## src/rtl/eth_regs_pkg.sv

```systemverilog
package eth_regs_pkg;
	// ==========================================================
	// Register indices, byte address is four times the index
	localparam int ADDR_W = 12;
	localparam logic [9:0] IDX_RX_CTRL1 = 10'h074;
	localparam logic [9:0] IDX_TX_QCMD = 10'h080;
	localparam logic [9:0] IDX_RX_QCMD = 10'h082;
	localparam logic [9:0] IDX_INT_MASK = 10'h090;
	localparam logic [9:0] IDX_INT_STATUS = 10'h092;
	localparam logic [9:0] IDX_RX_FCT = 10'h09c;
	localparam logic [9:0] IDX_TX_SPACE = 10'h09e;
	localparam logic [9:0] IDX_HASH0 = 10'h0a0;
	localparam logic [9:0] IDX_HASH1 = 10'h0a2;
	localparam logic [9:0] IDX_HASH2 = 10'h0a4;
	localparam logic [9:0] IDX_HASH3 = 10'h0a6;
	// ==========================================================
	// Field positions
	localparam int BIT_RX_READY = 13;
	localparam int BIT_TX_SPACE = 6;
	localparam int BIT_THRESH_MODE = 5;
	localparam int BIT_TX_MONITOR = 1;
	localparam int BIT_ACCEPT_ALL = 4;
	localparam int BIT_ACCEPT_MCAST = 5;
	localparam int BIT_HASH_MODE = 8;
	localparam logic [15:0] INT_IMPL_MASK = 16'h2040;
	// ==========================================================
	// Reset values
	localparam logic [7:0] RST_THRESHOLD = 8'h00;
	localparam logic [7:0] RST_WAITING = 8'h00;
	localparam logic [15:0] RST_SPACE = 16'h0000;
	localparam logic [15:0] RST_HASH = 16'h0000;
	localparam logic [15:0] RST_WORD = 16'h0000;
	// ==========================================================
	// Hash constants
	localparam logic [31:0] CRC_POLY = 32'h04c11db7;
	localparam logic [31:0] CRC_INIT = 32'hffffffff;
	localparam int HASH_W = 6;
	typedef enum logic [1:0] {BUS_IDLE, BUS_WRITE, BUS_READ} bus_state_t;
endpackage : eth_regs_pkg

```

## src/rtl/flag_bank.sv

```systemverilog
`timescale 1ns/10ps
module flag_bank #(
	parameter int W = 16
) (
	input wire logic clk,
	input wire logic rst_b,
	input wire logic [W-1:0] set,
	input wire logic [W-1:0] clr,
	output logic [W-1:0] flags
);
	logic [W-1:0] flags_d;
	// ==========================================================
	// Sticky flags, a set in the clearing cycle is kept.
	always_comb begin
		flags_d = (flags & ~clr) | set;
	end
	always_ff @(posedge clk or negedge rst_b) begin
		if (!rst_b) begin
			flags <= '0;
		end else begin
			flags <= flags_d;
		end
	end
endmodule : flag_bank

```

## src/rtl/mcast_hash_filter.sv

```systemverilog
`timescale 1ns/10ps
module mcast_hash_filter (
	input wire logic clk,
	input wire logic rst_b,
	input wire logic da_valid,
	input wire logic [47:0] da,
	input wire logic [63:0] table_bits,
	input wire logic hash_mode,
	input wire logic accept_all,
	output logic accept,
	output logic drop,
	output logic [eth_regs_pkg::HASH_W-1:0] index
);
	logic accept_d;
	logic drop_d;
	logic [eth_regs_pkg::HASH_W-1:0] index_d;
	logic mcast;
	// ==========================================================
	// CRC over the address, first octet first, each octet LSB first.
	function automatic logic [eth_regs_pkg::HASH_W-1:0] crc_hash(input logic [47:0] a);
		logic [31:0] crc;
		logic fb;
		crc = eth_regs_pkg::CRC_INIT;
		for (int o = 5; o >= 0; o--) begin
			for (int b = 0; b < 8; b++) begin
				fb = crc[31] ^ a[o*8+b];
				crc = {crc[30:0], 1'b0};
				if (fb) begin
					crc = crc ^ eth_regs_pkg::CRC_POLY;
				end
			end
		end
		return crc[31:32-eth_regs_pkg::HASH_W];
	endfunction : crc_hash
	// ==========================================================
	// Filter decision
	always_comb begin
		mcast = da[40];
		index_d = crc_hash(da);
		accept_d = 1'b0;
		drop_d = 1'b0;
		if (da_valid) begin
			if (!mcast || accept_all || !hash_mode) begin
				accept_d = 1'b1;
			end else if (table_bits[index_d]) begin
				accept_d = 1'b1;
			end else begin
				drop_d = 1'b1;
			end
		end
	end
	always_ff @(posedge clk or negedge rst_b) begin
		if (!rst_b) begin
			accept <= 1'b0;
			drop <= 1'b0;
			index <= '0;
		end else begin
			accept <= accept_d;
			drop <= drop_d;
			index <= index_d;
		end
	end
endmodule : mcast_hash_filter

```

## src/rtl/rx_count_tx_space_hash_filter.sv

```systemverilog
// Operation
// - The upper byte shows the queued frame count captured when the receive flag is raised.
// - The lower byte holds a writable frame count threshold that resets to zero.
// - In threshold mode the receive flag is set once queued frames reach the threshold.
// - A writable 16-bit field, reset to zero, holds the requested transmit space in double words.
// - With the space monitor on, flag bit 6 is set once free transmit space meets the request.
// - The hash index is the six top bits of the CRC over the 48-bit destination address.
// - The top two index bits pick the hash word and the low four pick the bit.
// - A set hash bit accepts the multicast frame and a clear one drops it.
// - The hash table is applied only in hash filtering mode.
// - Accept-all or accept-multicast lets every multicast frame through.
// - Each hash word is a 16-bit writable register that resets to zero.
// - Receive flag bit 13 is set when frames become ready or a frame arrives while they are, and cleared by writing one.
// - Transmit space flag bit 6 is cleared by writing one.
`timescale 1ns/10ps
module rx_count_tx_space_hash_filter (
	input wire logic CLK,
	input wire logic RST_B,
	input wire logic HSEL,
	input wire logic [31:0] HADDR,
	input wire logic [1:0] HTRANS,
	input wire logic HWRITE,
	input wire logic [2:0] HSIZE,
	input wire logic [31:0] HWDATA,
	input wire logic HREADY,
	output logic HREADYOUT,
	output logic [31:0] HRDATA,
	output logic HRESP,
	input wire logic [7:0] RX_FRAMES_QUEUED,
	input wire logic RX_FRAME_DONE,
	input wire logic [15:0] TX_FREE_DWORDS,
	input wire logic DA_VALID,
	input wire logic [47:0] DA,
	output logic FRAME_ACCEPT,
	output logic FRAME_DROP,
	output logic [5:0] HASH_INDEX,
	output logic IRQ
);
	// ==========================================================
	// Bus slave state
	eth_regs_pkg::bus_state_t state_q, state_d;
	logic [9:0] addr_q, addr_d;
	logic valid_q, valid_d;
	logic ready_d;
	logic [31:0] rdata_d;
	logic [15:0] rd_mux;
	logic wr;
	logic [15:0] wdata;
	logic take;
	// ==========================================================
	// Register state
	logic [7:0] thresh_q, thresh_d;
	logic [7:0] waiting_q, waiting_d;
	logic [15:0] space_q, space_d;
	logic [15:0] hash_q [4];
	logic [15:0] hash_d [4];
	logic [15:0] ctrl1_q, ctrl1_d;
	logic [15:0] txcmd_q, txcmd_d;
	logic [15:0] rxcmd_q, rxcmd_d;
	logic [15:0] mask_q, mask_d;
	logic rx_cond_q, rx_cond;
	logic tx_cond_q, tx_cond;
	logic rx_set, tx_set;
	logic [15:0] status;
	logic [15:0] set_vec, clr_vec;
	logic irq_d;
	logic [63:0] table_bits;

	function automatic logic hit(input logic [9:0] a, input logic [9:0] idx);
		return a == idx;
	endfunction : hit

	// ==========================================================
	// AHB-Lite slave. Reads take one wait state so that the read data
	// come from a register and a write in its data phase is seen.
	always_comb begin
		take = HSEL && HTRANS[1] && HREADY && (state_q != eth_regs_pkg::BUS_READ);
		state_d = eth_regs_pkg::BUS_IDLE;
		addr_d = addr_q;
		valid_d = valid_q;
		ready_d = 1'b1;
		rdata_d = HRDATA;
		case (state_q)
			eth_regs_pkg::BUS_READ: begin
				rdata_d = {16'h0000, rd_mux};
			end
			eth_regs_pkg::BUS_IDLE, eth_regs_pkg::BUS_WRITE: begin
				rdata_d = HRDATA;
			end
			default: begin
				rdata_d = 32'h00000000;
			end
		endcase
		if (take) begin
			addr_d = HADDR[11:2];
			valid_d = (HADDR[31:12] == 20'h00000) && (HADDR[1:0] == 2'h0);
			state_d = HWRITE ? eth_regs_pkg::BUS_WRITE : eth_regs_pkg::BUS_READ;
			ready_d = HWRITE;
		end
	end
	always_ff @(posedge CLK or negedge RST_B) begin
		if (!RST_B) begin
			state_q <= eth_regs_pkg::BUS_IDLE;
			addr_q <= 10'h000;
			valid_q <= 1'b0;
			HREADYOUT <= 1'b1;
			HRDATA <= 32'h00000000;
			HRESP <= 1'b0;
		end else begin
			state_q <= state_d;
			addr_q <= addr_d;
			valid_q <= valid_d;
			HREADYOUT <= ready_d;
			HRDATA <= rdata_d;
			HRESP <= 1'b0;
		end
	end

	// ==========================================================
	// Read multiplexer, unmapped words read as zero.
	always_comb begin
		rd_mux = 16'h0000;
		if (valid_q) begin
			if (hit(addr_q, eth_regs_pkg::IDX_RX_FCT)) begin
				rd_mux = {waiting_q, thresh_q};
			end else if (hit(addr_q, eth_regs_pkg::IDX_TX_SPACE)) begin
				rd_mux = space_q;
			end else if (hit(addr_q, eth_regs_pkg::IDX_HASH0)) begin
				rd_mux = hash_q[0];
			end else if (hit(addr_q, eth_regs_pkg::IDX_HASH1)) begin
				rd_mux = hash_q[1];
			end else if (hit(addr_q, eth_regs_pkg::IDX_HASH2)) begin
				rd_mux = hash_q[2];
			end else if (hit(addr_q, eth_regs_pkg::IDX_HASH3)) begin
				rd_mux = hash_q[3];
			end else if (hit(addr_q, eth_regs_pkg::IDX_INT_STATUS)) begin
				rd_mux = status;
			end else if (hit(addr_q, eth_regs_pkg::IDX_INT_MASK)) begin
				rd_mux = mask_q;
			end else if (hit(addr_q, eth_regs_pkg::IDX_RX_QCMD)) begin
				rd_mux = rxcmd_q;
			end else if (hit(addr_q, eth_regs_pkg::IDX_TX_QCMD)) begin
				rd_mux = txcmd_q;
			end else if (hit(addr_q, eth_regs_pkg::IDX_RX_CTRL1)) begin
				rd_mux = ctrl1_q;
			end
		end
	end

	// ==========================================================
	// Register writes and event detection
	always_comb begin
		wr = (state_q == eth_regs_pkg::BUS_WRITE) && valid_q;
		wdata = HWDATA[15:0];
		thresh_d = thresh_q;
		space_d = space_q;
		ctrl1_d = ctrl1_q;
		txcmd_d = txcmd_q;
		rxcmd_d = rxcmd_q;
		mask_d = mask_q;
		for (int i = 0; i < 4; i++) begin
			hash_d[i] = hash_q[i];
			if (wr && hit(addr_q, eth_regs_pkg::IDX_HASH0 + 10'(2 * i))) begin
				hash_d[i] = wdata;
			end
		end
		if (wr && hit(addr_q, eth_regs_pkg::IDX_RX_FCT)) begin
			thresh_d = wdata[7:0];
		end
		if (wr && hit(addr_q, eth_regs_pkg::IDX_TX_SPACE)) begin
			space_d = wdata;
		end
		if (wr && hit(addr_q, eth_regs_pkg::IDX_RX_CTRL1)) begin
			ctrl1_d = wdata;
		end
		if (wr && hit(addr_q, eth_regs_pkg::IDX_TX_QCMD)) begin
			txcmd_d = wdata;
		end
		if (wr && hit(addr_q, eth_regs_pkg::IDX_RX_QCMD)) begin
			rxcmd_d = wdata;
		end
		if (wr && hit(addr_q, eth_regs_pkg::IDX_INT_MASK)) begin
			mask_d = wdata;
		end
		// A zero threshold in threshold mode would fire at once; software keeps it nonzero.
		if (rxcmd_q[eth_regs_pkg::BIT_THRESH_MODE]) begin
			rx_cond = RX_FRAMES_QUEUED >= thresh_q;
		end else begin
			rx_cond = RX_FRAMES_QUEUED != 8'h00;
		end
		// A frame arriving while the condition already holds sets the flag again, so a cleared flag is not missed.
		rx_set = rx_cond && (!rx_cond_q || RX_FRAME_DONE);
		tx_cond = txcmd_q[eth_regs_pkg::BIT_TX_MONITOR] && (TX_FREE_DWORDS >= space_q);
		tx_set = tx_cond && !tx_cond_q;
		waiting_d = rx_set ? RX_FRAMES_QUEUED : waiting_q;
		set_vec = 16'h0000;
		set_vec[eth_regs_pkg::BIT_RX_READY] = rx_set;
		set_vec[eth_regs_pkg::BIT_TX_SPACE] = tx_set;
		clr_vec = 16'h0000;
		if (wr && hit(addr_q, eth_regs_pkg::IDX_INT_STATUS)) begin
			clr_vec = wdata & eth_regs_pkg::INT_IMPL_MASK;
		end
		irq_d = (status & mask_q) != 16'h0000;
		table_bits = {hash_q[3], hash_q[2], hash_q[1], hash_q[0]};
	end
	always_ff @(posedge CLK or negedge RST_B) begin
		if (!RST_B) begin
			thresh_q <= eth_regs_pkg::RST_THRESHOLD;
			waiting_q <= eth_regs_pkg::RST_WAITING;
			space_q <= eth_regs_pkg::RST_SPACE;
			for (int i = 0; i < 4; i++) begin
				hash_q[i] <= eth_regs_pkg::RST_HASH;
			end
			ctrl1_q <= eth_regs_pkg::RST_WORD;
			txcmd_q <= eth_regs_pkg::RST_WORD;
			rxcmd_q <= eth_regs_pkg::RST_WORD;
			mask_q <= eth_regs_pkg::RST_WORD;
			rx_cond_q <= 1'b0;
			tx_cond_q <= 1'b0;
			IRQ <= 1'b0;
		end else begin
			thresh_q <= thresh_d;
			waiting_q <= waiting_d;
			space_q <= space_d;
			for (int i = 0; i < 4; i++) begin
				hash_q[i] <= hash_d[i];
			end
			ctrl1_q <= ctrl1_d;
			txcmd_q <= txcmd_d;
			rxcmd_q <= rxcmd_d;
			mask_q <= mask_d;
			rx_cond_q <= rx_cond;
			tx_cond_q <= tx_cond;
			IRQ <= irq_d;
		end
	end

	// ==========================================================
	// Sticky interrupt status and hash filter
	flag_bank #(
		.W(16)
	) u_flags (
		.clk(CLK),
		.rst_b(RST_B),
		.set(set_vec),
		.clr(clr_vec),
		.flags(status)
	);
	mcast_hash_filter u_hash (
		.clk(CLK),
		.rst_b(RST_B),
		.da_valid(DA_VALID),
		.da(DA),
		.table_bits(table_bits),
		.hash_mode(ctrl1_q[eth_regs_pkg::BIT_HASH_MODE]),
		.accept_all(ctrl1_q[eth_regs_pkg::BIT_ACCEPT_ALL] || ctrl1_q[eth_regs_pkg::BIT_ACCEPT_MCAST]),
		.accept(FRAME_ACCEPT),
		.drop(FRAME_DROP),
		.index(HASH_INDEX)
	);
endmodule : rx_count_tx_space_hash_filter

```

## config.mk

```make
export PLATFORM = sky130hd
export DESIGN_NAME = rx_count_tx_space_hash_filter
export DESIGN_NICKNAME = d
export VERILOG_FILES = /design/src/rtl/eth_regs_pkg.sv /design/src/rtl/flag_bank.sv /design/src/rtl/mcast_hash_filter.sv /design/src/rtl/rx_count_tx_space_hash_filter.sv
export SDC_FILE = /design/constraint.sdc
export NUM_CORES = 1
export LEC_CHECK = 0
export BUFFER_PORTS_ARGS = -buffer_cell sky130_fd_sc_hd__clkbuf_2
export CAP_MARGIN = 30
export CORE_UTILIZATION = 25
export DETAILED_ROUTE_END_ITERATION = 8
export SLEW_MARGIN = 0
export SYNTH_ARGS = -nofsm -noshare
export SYNTH_HDL_FRONTEND = slang
export SYNTH_SLANG_ARGS = --single-unit
```

## constraint.sdc

```tcl
create_clock -name CLK -period 6.9 [get_ports CLK]
set_clock_uncertainty 0.1 [all_clocks]
set_input_delay 1.035 -clock CLK [delete_from_list [all_inputs] [get_ports CLK]]
set_output_delay 1.035 -clock CLK [all_outputs]
set_load 0.03 [all_outputs]
```

# --- Word level (Yosys, flattened, before mapping) ---
# Index checks and enable logic that the tools add are counted.
totals:
  regBits: 233
  output_inout_bits: 43
op_classes:
  magnitude_cmp: 3
  eq_ne: 14
  mux: 74
  n_bitwise: 98
  n_reduce_logical: 33
ops:
  columns: ["op", "n"]
  rows:
  - ["$mux W27", 48]
  - ["$not A14 Y14", 47]
  - ["$mux W16", 12]
  - ["$eq A10 B8 Y1 const B", 10]
  - ["$pmux W32 S2", 1]
  - ["$xor A1 B1 Y1", 42]
  - ["$and A16 B16 Y16", 2]
  - ["$logic_not A20 Y1", 1]
  - ["$logic_and A1 B1 Y1", 19]
  - ["$ge A16 B16 Y1", 1]
  - ["$not A14 Y16", 1]
  - ["$or A16 B14 Y16", 1]
  - ["$reduce_bool A16 Y1", 1]
  - ["$mux W14", 1]
  - ["$eq A10 B7 Y1 const B", 1]
  - ["$mux W1", 9]
  - ["$ge A8 B8 Y1", 1]
  - ["$reduce_bool A8 Y1", 1]
  - ["$lt A6 B7 Y1 const B", 1]
  - ["$bmux W1 S6", 1]
  - ["$xor A1 B1 Y1 const A", 5]
  - ["$logic_not A1 Y1", 4]
  - ["$logic_not A2 Y1", 2]
  - ["$logic_or A1 B1 Y1", 4]
  - ["other kinds (5)", 6]

# --- Longest topological paths before layout ---
logic_depth:
  word_depth: 100
  mapped_depth: 18

# --- Cells and area by module ---
# From an unflattened synthesis, not the netlist that was laid out.
unflattened:
  hier_cells: 1170
  hier_area_um2: 14118.5
by_module_without_submodules:
  columns: ["module", "n_inst", "cells_each", "area_per_inst_um2"]
  rows:
  - ["rx_count_tx_space_hash_filter", 1, 837, 9706.8]
  - ["mcast_hash_filter", 1, 285, 3831.2]
  - ["flag_bank", 1, 48, 580.6]

# --- Worst setup path after synthesis ---
# Ideal clock, no wire load.
synth_path:
  kind: "input to register"
  start: "input DA[43]"
  end: "register u_hash.accept"
  setup_time_ns: 0.119
  arrival_time_ns: 5.184
  slack_ns: 1.497
  cell_stages: 17
  cell_sequence: "buf_4 -> xnor3_2 -> xor2_4 -> xor3_1 -> xor2_1 -> xnor3_1 -> xnor3_2 -> xnor2_1 -> xnor2_1 -> xnor2_1 -> buf_6 -> mux4_2 -> a22oi_1 -> o211ai_1 -> nand3_1 -> a31oi_1 -> and2_1"
synth_via:
  elab_chain_len: 63
  word_cells_on_any_way: 127
synth_lines:
  columns: ["item", "line_no", "source"]
  rows:
  - ["start, declared", "rx_count_tx_space_hash_filter.sv:33", "input wire logic [47:0] DA,"]
  - ["$xor A1 B1 Y1 (*)", "mcast_hash_filter.sv:26", "fb = crc[31] ^ a[o*8+b];"]
  - ["$mux W27 (*)", "mcast_hash_filter.sv:28", "if (fb) begin"]
  - ["$not A14 Y14 (no source line)", null, null]
  - ["$mux W27", "mcast_hash_filter.sv:28", null]
  - ["$not A14 Y14 (no source line) or $mux W27 (tied branches)", null, null]
  - ["$mux W27 or $not A14 Y14 (tied branches)", null, null]
  - ["$mux W27", "mcast_hash_filter.sv:28", null]
  - ["$mux W27 or $not A14 Y14 (tied branches)", null, null]
  - ["[48 not listed]", null, null]
  - ["$not A14 Y14 (no source line)", null, null]
  - ["$mux W27", "mcast_hash_filter.sv:28", null]
  - ["$bmux W1 S6 (*)", "mcast_hash_filter.sv:45", "end else if (table_bits[index_d]) begin"]
  - ["$mux W1 (not written as such) (*)", "mcast_hash_filter.sv:45", null]
  - ["$mux W1 (*)", "mcast_hash_filter.sv:45", null]
  - ["$mux W1 (*)", "mcast_hash_filter.sv:43", "if (!mcast || accept_all || !hash_mode) begin"]
  - ["$mux W1 (*)", "mcast_hash_filter.sv:42", "if (da_valid) begin"]
  - ["net u_hash.accept_d", "mcast_hash_filter.sv:14", "logic accept_d;"]
  - ["end signal, assigned", "mcast_hash_filter.sv:58", "accept <= accept_d;"]
  - ["end, declared", "mcast_hash_filter.sv:10", "output logic accept,"]
# The timed path passes the listed nets; every way through them passes the cells marked *. The select of a mux whose other input is x is not followed.
# A chain may end at the register's enable or synchronous reset.

# --- Worst setup path in the final report ---
# Ends and elaborated chain as after synthesis.

==> reports/results.tsv <==
stage	metric	value	unit
yosys	synthArstFlopShare	100	%
placement	place_hpwl	25.9	mm
timing	period_share	85.5	%
yosys	yosysMostFrequentCell	dfrtp_1	
floorplanning	die_y	226	µm
global_routing	grtUsageMet2	22.6	%
timing	rsz0062_at_grt	no	
floorplanning	start_util	25.5	%
finish	fin_area	0.0149	mm²
status	status	finished, final reports clean	
route	dr.first_iter.drc_count	627	
global_routing	grt_pass1_wl	54.4	mm
yosys	yosysTopAreaCellShare	40.3	%
floorplanning	die_width	226	µm
job	cap_violations	0	
finish	multi_input_area	0.00701	mm²
finish	seq_area	0.00508	mm²
route	wl_per_cell	19.2	µm
cts	clock_latency	0.55	ns
setup_path	crit_type	in -> reg	
cts	clockBufferDepth	3	
timing	setup_violations	0	
yosys	yosysSeqAreaShare	40.5	%
yosys	yosys.area.top_type	dfrtp_1	
route	vias	8814	
placement	pre_cts_ws	0.414	ns
global_routing	grt-ovfl-total	0	
yosys	syn_area	0.0125	mm²
cts	postCtsSetupRepairBufs	0	
yosys	ys.flop_type	dfrtp_1	
timing	min_period	5.90	ns
yosys	netlist_top_cells_area	dfrtp_1 40%, mux2_2 13%, xnor2_1 7.1%	
placement	finalWeightedCongestion	0.846	
finish	final_net_count	1346	
route	first_pass_iters	5	
cts	cts_buffers	22	
yosys	synth_cell_types	60	
yosys	synth_common_cells	202 x dfrtp_1, 149 x mux2_2, 102 x xnor2_1, 47 x inv_1, 42 x clkbuf_1	
cts	htreeDepth	1	
setup_path	crit_required	7.21	ns
timing	fin_ws	1.00	ns
placement	place_area	0.0141	mm²
yosys	synth_edf_count	0	
route	drt-total-wl	35.6	mm
global_routing	top_usage_layer	met2	
timing	tightest_slew	1.06	ns
finish	drive_above_1_share	34.3	%
global_routing	antenna_found_initial	1	
finish	n_fill_cell	5062	
cts	root_buffer	clkbuf_16	
timing	final_max_slew_viol_count	0	
timing	maxClockFrequency	170	MHz
route	antenna_left	0	
route	viasPerCell	4.75	
cts	cts_tree	yes	
yosys	synth_cells	1033	
cts	cts.clk_slew.worst_paths	0.06	ns
timing	finalHoldViolations	0	
placement	io_buffers	153	
global_routing	grt_use_met1	19.5	%
yosys	avgSynthCellArea	12.1	µm²
yosys	yosysWarnings	0	
cts	cts-resized-gates	0	
timing	tns	0	ns
setup_path	arrival	6.21	ns
floorplanning	die_area	0.0511	mm²
setup_path	critPathMaxFanout	10	
global_routing	grtUsageTotal	14.1	%
global_routing	use_met3	2.56	%
setup_path	cp-end-kind	flop	
cts	cts_num_sinks	203	
finish	area_growth	18.9	%
cts	hold_buffers	0	
global_routing	grt_pass1_vias	8984	
global_routing	grt_max_degree	124	
yosys	ys_ff_latch	203	
floorplanning	ios	191	
floorplanning	coreArea	0.0493	mm²
min_path	hold_class	in -> async	
route	route.detailed.drc	0	
setup_path	cp-start-kind	primary input	
timing	max_slew_margin	29.1	%
floorplanning	rows	81	
[sequential cells by signal (all words and copies together) (netlist names), 6 cells and up]
name,flops
HRDATA,16
addr_q,10
ctrl1_q,16
hash_q,64
mask_q,16
rxcmd_q,16
space_q,16
thresh_q,8
txcmd_q,16
u_hash.index,6
waiting_q,8
[layout make-up]
| type | instances | share of cell area [%] |
|---|---|---|
| diodes | 2 | 0.0336 |
| flip-flops and latches | 203 | 34.1 |
| inverters | 47 | 1.18 |
| repair buffers | 176 | 6.77 |
| clock buffers | 28 | 3.98 |
| clock inverters | 10 | 1.36 |
| multi-input cells | 724 | 47.0 |
| well taps | 664 | 5.57 |
[cells in the final DEF (no fill, tap or decap), types with 19 or more instances in the layout]
cell type / netlist / routed
dfrtp_1: 202 / 202
clkbuf_2: 0 / 152
mux2_2: 149 / 149
xnor2_1: 102 / 100
inv_1: 47 / 47
nand2_1: 41 / 41
xor2_1: 37 / 37
xnor3_1: 37 / 37
nor2_1: 37 / 34
o21ai_0: 30 / 30
ha_1: 24 / 24
a221oi_1: 23 / 23
clkbuf_16: 0 / 22
o22ai_1: 20 / 20
mux4_2: 19 / 19
[critical path, stage by stage]
cell	delay, ns
clkbuf_2	0.27
xnor3_2	0.55
xor2_4	0.31
xor3_1	0.52
xor2_1	0.24
xnor3_1	0.46
xnor3_2	0.28
xnor2_1	0.30
xnor2_1	0.16
xnor2_2	0.51
buf_4	0.29
mux4_2	0.54
mux2i_1	0.21
o211ai_1	0.11
nand3_1	0.09
a31oi_1	0.10
and2_1	0.22
[kinds of logic after synthesis]
logic type | share of synthesized area, %
flip-flops | 40.5
multiplexers | 17.4
other | 0.0299
adder cells (fa/ha/maj) | 2.39
AO/OA/AOI/OAI | 9.99
AND/OR/NAND/NOR | 5.22
XOR/XNOR | 20.0
buffers and inverters | 4.43
[worst paths after layout]
path / start / end / slack, ns / cells after the start
setup / recovery: DA[43] / u_hash.accept / 1.00 / 17
hold / removal: RST_B / space_q[3] / 0.29 / 1
setup reg to reg: addr_q[9] / mask_q[8] / 3.01 / 6
hold reg to reg: waiting_q[2] / waiting_q[2] / 0.41 / 1
max in group asynchronous: RST_B / hash_q[26] / 5.37 / 3
min in group CLK: waiting_q[2] / waiting_q[2] / 0.41 / 1
[through the flow]
step	std cells	hold slack, ns	utilization [%]
global placement	1807	0.387	28.4
floorplan	1049	0.373	-
CTS	1849	0.407	30.2
global route	1852	0.299	30.3
finish	1854	0.289	30.3
detailed placement	1811	0.394	28.5
[layer usage]
metal | vias to the layer above | part of all wire (%)
met3 | 56 | 7.1
met1 | 4420 | 45
li1 | 3986 | -
met5 | - | 0
met2 | 352 | 45
met4 | 0 | 2.1
Power is not shown: default switching activity piles up to over one toggle a cycle in this logic, so the estimate is an artifact.
